**src/lpsc_pkg.sv**
```systemverilog
// constants of the light/proximity sensor control
package lpsc_pkg;
    // ------------------------------------------------------------
    // link and register map
    // ------------------------------------------------------------
    localparam logic [6:0] LPSC_DEV_ADDR  = 7'h39;
    localparam logic [7:0] LPSC_A_ENABLE  = 8'h00;
    localparam logic [7:0] LPSC_A_LIGHT_INTEGRATION_TIME   = 8'h01;
    localparam logic [7:0] LPSC_A_WTIME   = 8'h03;
    localparam logic [7:0] LPSC_A_LTH     = 8'h04;
    localparam logic [7:0] LPSC_A_PTH     = 8'h08;
    localparam logic [7:0] LPSC_A_PERS    = 8'h0c;
    localparam logic [7:0] LPSC_A_PCOUNT  = 8'h0e;
    localparam logic [7:0] LPSC_A_STATUS  = 8'h10;
    localparam logic [7:0] LPSC_A_DATA    = 8'h11;
    localparam int LPSC_B_PON   = 0;
    localparam int LPSC_B_LEN   = 1;
    localparam int LPSC_B_PEN   = 2;
    localparam int LPSC_B_WEN   = 3;
    localparam int LPSC_B_LIEN  = 4;
    localparam int LPSC_B_PIEN  = 5;
    localparam int LPSC_B_LVAL  = 0;
    localparam int LPSC_B_PVAL  = 1;
    localparam int LPSC_B_LINT  = 4;
    localparam int LPSC_B_PINT  = 5;
    localparam logic [7:0] LPSC_LIGHT_INTEGRATION_TIME_RST = 8'hff;
    // ------------------------------------------------------------
    // timing at 50 MHz
    // ------------------------------------------------------------
    localparam int LPSC_CLK_NS        = 20;
    localparam int LPSC_STEP_NS       = 2720000;
    localparam int LPSC_PULSE_PER_NS  = 16000;
    localparam int LPSC_PULSE_ON_NS   = 7200;
    localparam int LPSC_STEP_CYC      = LPSC_STEP_NS / LPSC_CLK_NS;
    localparam int LPSC_PULSE_CYC     = LPSC_PULSE_PER_NS / LPSC_CLK_NS;
    localparam int LPSC_PULSE_ON_CYC  = LPSC_PULSE_ON_NS / LPSC_CLK_NS;
endpackage

```
**src/lpsc_i2c_slave.sv**
```systemverilog
// i2c slave byte engine with register pointer
`timescale 1ns/1ps
module lpsc_i2c_slave
    import lpsc_pkg::*;
(
    input  wire logic       mclk,
    input  wire logic       rst,
    input  wire logic       scl_in,
    input  wire logic       sda_in,
    output logic            sda_oe,
    output logic            wr_stb,
    output logic [7:0]      wr_addr,
    output logic [7:0]      wr_data,
    output logic [7:0]      rd_addr,
    input  wire logic [7:0] rd_data
);
    typedef enum logic [2:0] {
        I_IDLE = 3'h0, I_ADDR = 3'h1, I_AACK = 3'h2, I_RX = 3'h3,
        I_RACK = 3'h4, I_TX = 3'h5, I_TACK = 3'h6
    } lpsc_i2c_e;
    typedef struct packed {
        lpsc_i2c_e  st;
        logic [1:0] scl_s;
        logic [1:0] sda_s;
        logic       scl_p;
        logic       sda_p;
        logic [3:0] cnt;
        logic [7:0] sh;
        logic [7:0] ptr;
        logic       rw;
        logic       first;
        logic       nack;
        logic       oe;
        logic       wr;
    } lpsc_i2c_s;
    lpsc_i2c_s q, n;
    logic scl, sda, rise, fall;

    // ------------------------------------------------------------
    // next state
    // ------------------------------------------------------------
    always_comb begin
        n = q;
        n.wr = 1'b0;
        n.scl_s = {q.scl_s[0], scl_in};
        n.sda_s = {q.sda_s[0], sda_in};
        scl = q.scl_s[1];
        sda = q.sda_s[1];
        n.scl_p = scl;
        n.sda_p = sda;
        rise = scl & ~q.scl_p;
        fall = ~scl & q.scl_p;
        if (scl && q.scl_p && q.sda_p && !sda) begin
            n.st = I_ADDR;      // start or repeated start
            n.cnt = 4'h0;
            n.first = 1'b1;
            n.oe = 1'b0;
        end else if (scl && q.scl_p && !q.sda_p && sda) begin
            n.st = I_IDLE;      // stop
            n.oe = 1'b0;
        end else if (rise) begin
            if (q.st == I_ADDR || q.st == I_RX || q.st == I_TX) begin
                n.cnt = q.cnt + 4'h1;
            end
            if (q.st == I_ADDR || q.st == I_RX) begin
                n.sh = {q.sh[6:0], sda};
            end
            if (q.st == I_TACK) begin
                n.nack = sda;
            end
        end else if (fall) begin
            case (q.st)
                I_ADDR: if (q.cnt == 4'h8) begin
                    if (q.sh[7:1] == LPSC_DEV_ADDR) begin
                        n.st = I_AACK;
                        n.oe = 1'b1;
                        n.rw = q.sh[0];
                    end else begin
                        n.st = I_IDLE;
                    end
                end
                I_RX: if (q.cnt == 4'h8) begin
                    n.st = I_RACK;
                    n.oe = 1'b1;
                    if (q.first) begin
                        n.ptr = q.sh;   // first byte sets pointer
                        n.first = 1'b0;
                    end else begin
                        n.wr = 1'b1;
                        n.ptr = q.ptr + 8'h1;
                    end
                end
                I_AACK, I_RACK, I_TACK: begin
                    n.cnt = 4'h0;
                    if (q.st == I_TACK && q.nack) begin
                        n.st = I_IDLE;
                        n.oe = 1'b0;
                    end else if (q.st == I_RACK || !q.rw) begin
                        n.st = I_RX;
                        n.oe = 1'b0;
                    end else begin
                        n.st = I_TX;
                        n.sh = rd_data;
                        n.oe = ~rd_data[7];
                        n.ptr = q.ptr + 8'h1;
                    end
                end
                I_TX: begin
                    if (q.cnt == 4'h8) begin
                        n.st = I_TACK;
                        n.oe = 1'b0;
                    end else begin
                        n.oe = ~q.sh[6];
                        n.sh = {q.sh[6:0], 1'b0};
                    end
                end
                default: n.st = I_IDLE;
            endcase
        end
    end

    // state register
    always_ff @(posedge mclk) begin
        if (rst) begin
            q <= '{st: I_IDLE, scl_s: 2'h3, sda_s: 2'h3, scl_p: 1'b1, sda_p: 1'b1, default: '0};
        end else begin
            q <= n;
        end
    end

    assign sda_oe  = q.oe;
    assign wr_stb  = q.wr;
    assign wr_addr = q.ptr - 8'h1;   // pointer already advanced past the write
    assign wr_data = q.sh;
    assign rd_addr = q.ptr;
endmodule

```
**src/lpsc_top.sv**
```systemverilog
// light/proximity sensor control: i2c registers, sequencer, interrupt
`timescale 1ns/1ps
module lpsc_top
    import lpsc_pkg::*;
#(
    parameter int STEP_CYC = LPSC_STEP_CYC
)(
    input  wire logic        mclk,
    input  wire logic        rst,
    input  wire logic        scl_in,
    input  wire logic        sda_in,
    output logic             sda_oe,
    output logic             int_oe,
    output logic             led_driver_sink,
    output logic             light_integrate,
    output logic             low_power,
    input  wire logic [15:0] adc_broadband,
    input  wire logic [15:0] adc_infrared,
    input  wire logic [15:0] adc_prox
);
    typedef enum logic [2:0] {
        S_SLEEP = 3'h0, S_START = 3'h1, S_PROX = 3'h2,
        S_WAIT = 3'h3, S_LIGHT = 3'h4, S_END = 3'h5
    } lpsc_seq_e;
    typedef struct packed {
        lpsc_seq_e   st;
        logic [31:0] div;
        logic [8:0]  steps;
        logic [7:0]  pulses;
        logic [9:0]  pdiv;
        logic [7:0]  enable;
        logic [7:0]  light_integration_time;
        logic [7:0]  wtime;
        logic [7:0]  pcount;
        logic [7:0]  pers;
        logic [31:0] lth;
        logic [31:0] pth;
        logic [15:0] broadband_channel;
        logic [15:0] infrared_channel;
        logic [15:0] prox;
        logic [3:0]  lpc;
        logic [3:0]  ppc;
        logic [7:0]  status;
        logic        led;
        logic        integ;
        logic        lowp;
        logic        intr;
    } lpsc_top_s;
    lpsc_top_s q, n;
    logic       wr_stb;
    logic [7:0] wr_addr, wr_data, rd_addr, rd_data;
    logic       step_en, light_done, prox_done, power_on_bit;
    logic [3:0] lpc_n, ppc_n;

    // out-of-window test shared by both functions
    function automatic logic lpsc_outside(input logic [15:0] v, input logic [31:0] th);
        return (v < th[15:0]) || (v > th[31:16]);
    endfunction

    // ------------------------------------------------------------
    // serial link
    // ------------------------------------------------------------
    lpsc_i2c_slave u_i2c (
        .mclk    (mclk),
        .rst     (rst),
        .scl_in  (scl_in),
        .sda_in  (sda_in),
        .sda_oe  (sda_oe),
        .wr_stb  (wr_stb),
        .wr_addr (wr_addr),
        .wr_data (wr_data),
        .rd_addr (rd_addr),
        .rd_data (rd_data)
    );

    always_comb begin
        rd_data = 8'h00;
        case (rd_addr)
            LPSC_A_ENABLE:       rd_data = q.enable;
            LPSC_A_LIGHT_INTEGRATION_TIME:        rd_data = q.light_integration_time;
            LPSC_A_WTIME:        rd_data = q.wtime;
            LPSC_A_LTH:          rd_data = q.lth[7:0];
            LPSC_A_LTH + 8'h1:   rd_data = q.lth[15:8];
            LPSC_A_LTH + 8'h2:   rd_data = q.lth[23:16];
            LPSC_A_LTH + 8'h3:   rd_data = q.lth[31:24];
            LPSC_A_PTH:          rd_data = q.pth[7:0];
            LPSC_A_PTH + 8'h1:   rd_data = q.pth[15:8];
            LPSC_A_PTH + 8'h2:   rd_data = q.pth[23:16];
            LPSC_A_PTH + 8'h3:   rd_data = q.pth[31:24];
            LPSC_A_PERS:         rd_data = q.pers;
            LPSC_A_PCOUNT:       rd_data = q.pcount;
            LPSC_A_STATUS:       rd_data = q.status;
            LPSC_A_DATA:         rd_data = q.broadband_channel[7:0];
            LPSC_A_DATA + 8'h1:  rd_data = q.broadband_channel[15:8];
            LPSC_A_DATA + 8'h2:  rd_data = q.infrared_channel[7:0];
            LPSC_A_DATA + 8'h3:  rd_data = q.infrared_channel[15:8];
            LPSC_A_DATA + 8'h4:  rd_data = q.prox[7:0];
            LPSC_A_DATA + 8'h5:  rd_data = q.prox[15:8];
            default:             rd_data = 8'h00;
        endcase
    end

    // ------------------------------------------------------------
    // registers, sequencer and interrupt
    // ------------------------------------------------------------
    always_comb begin
        n = q;
        light_done = 1'b0;
        prox_done = 1'b0;
        power_on_bit = q.enable[LPSC_B_PON];
        // step divider restarts on entry to S_WAIT and S_LIGHT so the first step is whole
        step_en = (q.div == 32'(STEP_CYC - 1));
        n.div = step_en ? 32'h0 : q.div + 32'h1;
        if (wr_stb) begin
            case (wr_addr)
                LPSC_A_ENABLE: n.enable = wr_data;
                LPSC_A_LIGHT_INTEGRATION_TIME:  n.light_integration_time = wr_data;
                LPSC_A_WTIME:  n.wtime = wr_data;
                LPSC_A_LTH:    n.lth[7:0] = wr_data;
                LPSC_A_LTH + 8'h1: n.lth[15:8] = wr_data;
                LPSC_A_LTH + 8'h2: n.lth[23:16] = wr_data;
                LPSC_A_LTH + 8'h3: n.lth[31:24] = wr_data;
                LPSC_A_PTH:    n.pth[7:0] = wr_data;
                LPSC_A_PTH + 8'h1: n.pth[15:8] = wr_data;
                LPSC_A_PTH + 8'h2: n.pth[23:16] = wr_data;
                LPSC_A_PTH + 8'h3: n.pth[31:24] = wr_data;
                LPSC_A_PERS:   n.pers = wr_data;
                LPSC_A_PCOUNT: n.pcount = wr_data;
                LPSC_A_STATUS: n.status = q.status & ~wr_data;
                default:       n = n;
            endcase
        end
        case (q.st)
            S_SLEEP: if (power_on_bit) begin
                n.st = S_START;
            end
            S_START: begin
                n.div = 32'h0;
                n.steps = 9'h0;
                n.pulses = 8'h0;
                n.pdiv = 10'h0;
                if (!power_on_bit) begin
                    n.st = S_SLEEP;
                end else if (q.enable[LPSC_B_PEN] && q.pcount != 8'h00) begin
                    n.st = S_PROX;
                end else if (q.enable[LPSC_B_WEN]) begin
                    n.st = S_WAIT;
                end else if (q.enable[LPSC_B_LEN]) begin
                    n.st = S_LIGHT;
                end else begin
                    n.st = S_END;
                end
            end
            // led burst, one period per pulse
            S_PROX: begin
                n.pdiv = q.pdiv + 10'h1;
                if (q.pdiv == 10'(LPSC_PULSE_CYC - 1)) begin
                    n.pdiv = 10'h0;
                    n.pulses = q.pulses + 8'h1;
                    if (q.pulses + 8'h1 == q.pcount) begin
                        prox_done = 1'b1;
                        n.prox = adc_prox;
                        n.div = 32'h0;
                        n.st = q.enable[LPSC_B_WEN] ? S_WAIT : q.enable[LPSC_B_LEN] ? S_LIGHT : S_END;
                    end
                end
            end
            // wait of 256 - setting steps
            S_WAIT: if (step_en) begin
                n.steps = q.steps + 9'h1;
                if (q.steps[7:0] == ~q.wtime) begin
                    n.steps = 9'h0;
                    n.st = q.enable[LPSC_B_LEN] ? S_LIGHT : S_END;
                end
            end
            // integration of 256 - setting steps
            S_LIGHT: if (step_en) begin
                n.steps = q.steps + 9'h1;
                if (q.steps[7:0] == ~q.light_integration_time) begin
                    light_done = 1'b1;
                    n.broadband_channel = adc_broadband;
                    n.infrared_channel = adc_infrared;
                    n.steps = 9'h0;
                    n.st = S_END;
                end
            end
            // power-off only takes effect between cycles
            S_END: n.st = power_on_bit ? S_START : S_SLEEP;
            default: n.st = S_SLEEP;
        endcase
        lpc_n = (q.lpc == 4'hf) ? q.lpc : q.lpc + 4'h1;
        ppc_n = (q.ppc == 4'hf) ? q.ppc : q.ppc + 4'h1;
        // light check, set wins over clear
        if (light_done) begin
            n.status[LPSC_B_LVAL] = 1'b1;
            n.lpc = 4'h0;
            if (lpsc_outside(adc_broadband, q.lth)) begin
                n.lpc = lpc_n;
                if (lpc_n >= q.pers[3:0] && q.enable[LPSC_B_LIEN]) begin
                    n.status[LPSC_B_LINT] = 1'b1;
                end
            end
        end
        if (prox_done) begin
            n.status[LPSC_B_PVAL] = 1'b1;
            n.ppc = 4'h0;
            if (lpsc_outside(adc_prox, q.pth)) begin
                n.ppc = ppc_n;
                if (ppc_n >= q.pers[7:4] && q.enable[LPSC_B_PIEN]) begin
                    n.status[LPSC_B_PINT] = 1'b1;
                end
            end
        end
        // pull low only while a flag stands
        n.intr = n.status[LPSC_B_LINT] | n.status[LPSC_B_PINT];
        n.led = (n.st == S_PROX) && (n.pdiv < 10'(LPSC_PULSE_ON_CYC));
        n.integ = (n.st == S_LIGHT);
        n.lowp = (n.st == S_SLEEP) || (n.st == S_WAIT) || (n.st == S_END);
    end

    // state register
    always_ff @(posedge mclk) begin
        if (rst) begin
            q <= '{st: S_SLEEP, light_integration_time: LPSC_LIGHT_INTEGRATION_TIME_RST, lowp: 1'b1, default: '0};
        end else begin
            q <= n;
        end
    end

    assign int_oe          = q.intr;
    assign led_driver_sink = q.led;
    assign light_integrate = q.integ;
    assign low_power       = q.lowp;
endmodule

```
**config.mk**
```make
export PLATFORM = sky130hd
export DESIGN_NAME = lpsc_top
export DESIGN_NICKNAME = d
export VERILOG_FILES = /design/src/lpsc_pkg.sv /design/src/lpsc_i2c_slave.sv /design/src/lpsc_top.sv
export SDC_FILE = /design/constraint.sdc
export NUM_CORES = 1
export LEC_CHECK = 0
export ABC_CLOCK_PERIOD_IN_PS = 7800
export BUFFER_PORTS_ARGS = -buffer_cell sky130_fd_sc_hd__buf_2
export CAP_MARGIN = 20
export CORE_ASPECT_RATIO = 1.2
export CORE_MARGIN = 2
export CORE_UTILIZATION = 61
export CTS_BUF_LIST = sky130_fd_sc_hd__clkbuf_8 sky130_fd_sc_hd__clkbuf_16
export DETAILED_ROUTE_END_ITERATION = 10
export HOLD_SLACK_MARGIN = 0.03
export PLACE_DENSITY = 0.79
export RECOVER_POWER = 25
export SLEW_MARGIN = 0
export SYNTH_ARGS = -nofsm -noshare
export SYNTH_HDL_FRONTEND = slang
export SYNTH_HIERARCHICAL = 1
export SYNTH_SLANG_ARGS = --single-unit
```
**constraint.sdc**
```tcl
create_clock -name mclk -period 7.8 [get_ports mclk]
set_clock_uncertainty 0.15 [all_clocks]
set_input_delay 0.78 -clock mclk [delete_from_list [all_inputs] [get_ports mclk]]
set_output_delay 0.78 -clock mclk [all_outputs]
set_load 0.005 [all_outputs]
```
* After elaboration in Yosys (flattened, before gate mapping)
Index checks and enable logic that the tools add are counted.
** Storage, ports and cells
- Bits in registers :: 268
- Input bits :: 52
- Output and inout bits :: 5
- Logic and storage cells :: 310
** Cells by class
- Add/subtract/negate cells :: 9
- Magnitude comparators :: 7
- Eq/ne operators :: 73
- Multiplexer cells :: 92
- Bitwise gates (word level) :: 17
- Reductions and logical operators :: 67
** Operators by type and width (number)
- one-hot mux 8 bit (20 select lines) :: 1
- 2-to-1 mux 32 bit :: 4
- == test 8 x 4 -> 1 bit (second input constant) :: 12
- 2-to-1 mux 16 bit :: 5
- 2-to-1 mux 35 bit :: 2
- == test 8 x 3 -> 1 bit (second input constant) :: 8
- == test 8 x 5 -> 1 bit (second input constant) :: 8
- one-hot mux 32 bit (2 select lines) :: 1
- 2-to-1 mux 3 bit :: 13
- 2-to-1 mux 9 bit :: 4
- one-hot mux 18 bit (2 select lines) :: 1
- 2-to-1 mux 1 bit :: 35
- adder 32 x 1 -> 32 bit (second input constant) :: 1
- == test 32 x 18 -> 1 bit (second input constant) :: 1
- > comparator 16 bit :: 2
- < comparator 16 bit :: 2
- 2-to-1 mux 4 bit :: 8
- 2-to-1 mux 8 bit :: 4
- one-hot mux 8 bit (2 select lines) :: 2
- AND reduction 2 bit :: 16
- one-hot mux 9 bit (3 select lines) :: 1
- == test 8 bit :: 3
- inverter 8 bit :: 3
- 2-to-1 mux 22 bit :: 1
- 49 further kinds :: 127

* Depth between registers and ports, before layout
- Word-level depth :: 9
- Mapped depth :: 13
- Gate-level depth less buffers :: 12

* Modules after synthesis
Netlist, hierarchy kept.
** By module, submodules not included
- lpsc_top :: times used 1, cells an instance 1565, area each 12798.5 µm², sequential area each 4664.5 µm²
- lpsc_i2c_slave :: times used 1, cells an instance 292, area each 2426.1 µm², sequential area each 680.7 µm²

* Worst setup path before layout
No wires, ideal clock.
- Kind :: input -> register
- From :: input port adc_broadband[1]
- To :: register q[16] (netlist name)
- Setup time :: 95 ps
- Arrival time :: 2771 ps
- Data required time :: 7555 ps
- Setup slack :: 4784 ps
- Cell stages on the path :: 7
- Path buffers :: 0
- Cell sequence :: ha_1 > a2111oi_0 > o21ai_0 > a221o_1 > o22ai_1 > or4b_2 > o311ai_1
** RTL lines
- start: declaration :: line lpsc_top.sv:17 : input wire logic [15:0] adc_broadband,

==> flow_metrics.py <==
metrics = {
    "status": {
        "status": "finished, violations left",
        "violations": "max-capacitance violations, max-slew violations",
    },
    "cells_and_area": {
        "final_common_cell": "dfxtp_1",
        "utilization_pct": 66.7,
        "seq_area_mm2": 0.00535,
        "layout-drive-gt1-share_pct": 7.30,
        "layout_common_cells": "dfxtp_1, nor2_1, nand2_1, mux2i_1",
        "nNetsFinal": 1978,
        "syn2layout_area_growth_pct": 7.72,
        "antenna_cells": 0,
        "multi_input_area_mm2": 0.00895,
        "final_cell_count_no_fill": 2188,
        "fillers": 2157,
    },
    "floorplanning": {
        "die_height_um": 177,
        "core_area_mm2": 0.0246,
        "ios": 57,
        "placementRows": 63,
        "dieArea_mm2": 0.0262,
        "die_w_um": 148,
        "start_util_pct": 61.9,
    },
    "synthesis": {
        "synth_edf_count": 0,
        "ys_seq_area_share_pct": 35.1,
        "ys.flop_type": "dfxtp_1",
        "avgSynthCellArea_um2": 8.20,
        "yosys_warnings": 6,
        "synthArstFlopShare_pct": 0,
        "ys_types": 83,
        "ys_ff_latch": 267,
        "synth_cells": 1857,
        "syn_nets": 1992,
        "synthesis.area_mm2": 0.0152,
    },
    "setup_path": {
        "crit_required_ns": 7.93,
        "crit_family": "buffers and inverters",
        "path_cells": "buf_6 -> clkbuf_1 -> a311o_1 -> o31ai_1",
        "path_buf_inv": 2,
        "crit_fanout": 88,
        "cp-start-kind": "primary input",
        "cp_slowest_stage_delay_ns": 2.48,
        "critPathCaptureType": "flip-flop",
        "cp_slowest_cell": "clkbuf_1",
        "worstPathArrival_ns": 4.26,
        "crit_type": "in2reg",
    },
    "run": {
        "drv_cap": 2,
    },
    "power": {
        "cell_internal_pwr_uw": 2180,
        "leakage_uw": 0.00594,
        "seqPwrFrac_pct": 48.8,
        "ir_worst_vdd_v": 0.000208,
        "p_sw_uw": 634,
        "switching_share_pct": 22.5,
        "power_density_mw_per_mm2": 172,
        "clkPwrFrac_pct": 46.7,
        "combPwrFrac_pct": 4.5,
    },
    "clock_tree": {
        "clk_pin_slew_worst_paths_ns": 0.06,
        "cts_buffers": 28,
        "clockRootBuffer": "clkbuf_16",
        "clockBufferDepth": 3,
        "cts-resized-gates": 0,
        "cts_hold_buf": 0,
        "clock_sinks": 267,
        "h-tree-depth": 1,
        "cts_tree": "done",
        "cts_setup_buffers": 0,
        "clock_latency_ns": 0.54,
    },
    "sta": {
        "hold_violations": 0,
        "period_share_pct": 52.9,
        "setup_ws_ns": 3.68,
        "setup_viol": 0,
        "finalSetupTns_ns": 0,
        "fmax_mhz": 242,
        "finalCriticalPeriod_ns": 4.13,
        "worst_slew_pin_slew_ns": 3.47,
        "maxSlewHeadroom_pct": -132,
        "rsz0062_at_grt": "no",
        "finalMaxSlewViolations": 121,
    },
    "route": {
        "drtAntennaViolNets": 0,
        "routed_via_density": 6.38,
        "drt_pass1_iterations": 7,
        "routedWlPerCell_um": 20.2,
        "drc_errors": 0,
        "vias": 14000,
        "drt_iter0_drc": 1419,
        "drt_wl_total_um": 44300,
    },
    "placement": {
        "hpwl_um": 31800,
        "pre_cts_slack_ns": 3.88,
        "gp_congestion": 1.07,
        "dp.cells": 2137,
        "io_buffers": 56,
    },
    "global_route": {
        "grt_pass1_wl_um": 69200,
        "antenna_found_initial": 0,
        "overflow": 0,
        "grt_max_degree": 89,
        "grt_pass1_vias": 12800,
        "grt.total_usage_pct": 32.8,
    },
    "worst_hold_path": {
        "hold_class": "reg2reg",
    },
}
## state kept, by name, indices dropped and copies added, names as in the netlist
name	flops
q	228
u_i2c/rd_addr	8
u_i2c/q	12
u_i2c/sda_oe	1
u_i2c/wr_stb	1
led_driver_sink	1
u_i2c/wr_data	8
light_integrate	1
u_i2c/n	4
power_on_bit	1
low_power	1
int_oe	1
## worst paths after layout
| kind | startpoint | end | slack (ns) | cells past startpoint |
|---|---|---|---|---|
| hold reg to reg | u_i2c/n[28] | u_i2c/n[25] | 0.26 | 1 |
| hold / removal | u_i2c/n[28] | u_i2c/n[25] | 0.26 | 1 |
| setup / recovery | rst | u_i2c/rd_addr[5] | 3.68 | 4 |
| setup reg to reg | u_i2c/rd_addr[0] | q[124] | 3.73 | 12 |
## routing by layer
layer / share of wire [%] / vias to the layer above / routed length, µm / GRT usage [%]
li1: - / 6545 / - / -
met1: 43 / 6608 / 18900 / 44.5
met2: 45 / 669 / 19900 / 52.8
met3: 8.0 / 146 / 3530 / 4.51
met4: 4.5 / 0 / 1990 / 13.3
met5: 0 / - / 0 / 0
## cell type report
| cell class | count | share of cell area (%) |
|---|---|---|
| clock buffer | 36 | 5.01 |
| clock inverter | 14 | 0.557 |
| inverter | 105 | 2.40 |
| multi-input combinational | 1372 | 54.6 |
| sequential | 267 | 32.6 |
| tap | 325 | 2.48 |
| timing repair buffer | 69 | 2.39 |
## cells in the mapped netlist (all sizes together) (7+ instances only)
cell type	n	share of area, %
nand2b	35	1.5
inv	105	2.6
nand3b	13	0.64
a32oi	11	0.63
dfxtp	267	35
a31oi	17	0.70
xor2	39	2.2
nor3b	17	0.84
and2	12	0.49
xnor2	33	1.9
nor3	31	1.1
buf	38	1.6
o211ai	8	0.39
a211oi	14	0.72
o21ai	45	1.5
a22oi	28	1.4
o31ai	8	0.39
clkbuf	75	1.8
a21oi	114	3.7
nor2	237	5.8
or3	7	0.29
a221oi	13	0.79
nand4	35	1.4
nor2b	20	0.82
or2	10	0.41
nand3	63	2.1
ha	83	6.8
o22ai	13	0.53
a21boi	8	0.39
mux2	7	0.52
mux2i	118	7.8
nor4	24	1.0
a22o	7	0.40
o21bai	9	0.47
nand2	177	4.4
and3	13	0.53
a21o	18	0.89
## per-stage QoR
| stage | hold WS (ns) | cell area [µm²] | total power (µW) |
|---|---|---|---|
| after floorplan | 0.239 | 15200 | 1490 |
| after global placement | 0.246 | 15500 | 1530 |
| after detailed placement | 0.247 | 15500 | 1530 |
| after CTS | 0.261 | 16400 | 2830 |
| after global routing | 0.266 | 16400 | 2900 |
| final | 0.256 | 16400 | 2820 |
## worst register-to-register path, delay by kind of cell (launching register included)
kind                       cells  cell delay (ns)
muxes                          1             0.31
xor gates and xnor gates       1             0.17
adders and majority gates      1             0.27
buffers and inverters          2             0.64
and+or+nand+nor                7             1.82
DFF                            1             0.47
## power by group through the flow
stage,Combinational (µW),Sequential (µW),Clock (µW)
2_1_floorplan,87.2,1400,0
3_3_place_gp,119,1410,0
3_5_place_dp,122,1410,0
4_1_cts,123,1380,1330
5_1_grt,140,1380,1380
6_report,127,1380,1310
## cells by family (layout without fill, tap and decap cells)
group	after synthesis	count (layout)	share of synthesized area, %
buf+inv	218	224	6.08
mux	125	125	8.28
compound gates	371	371	16.4
simple gates	721	721	23.2
xor+xnor	72	72	4.14
flops	267	267	35.1
fa+ha+maj	83	83	6.82
Note: power is estimated with default switching activity, not from simulation.
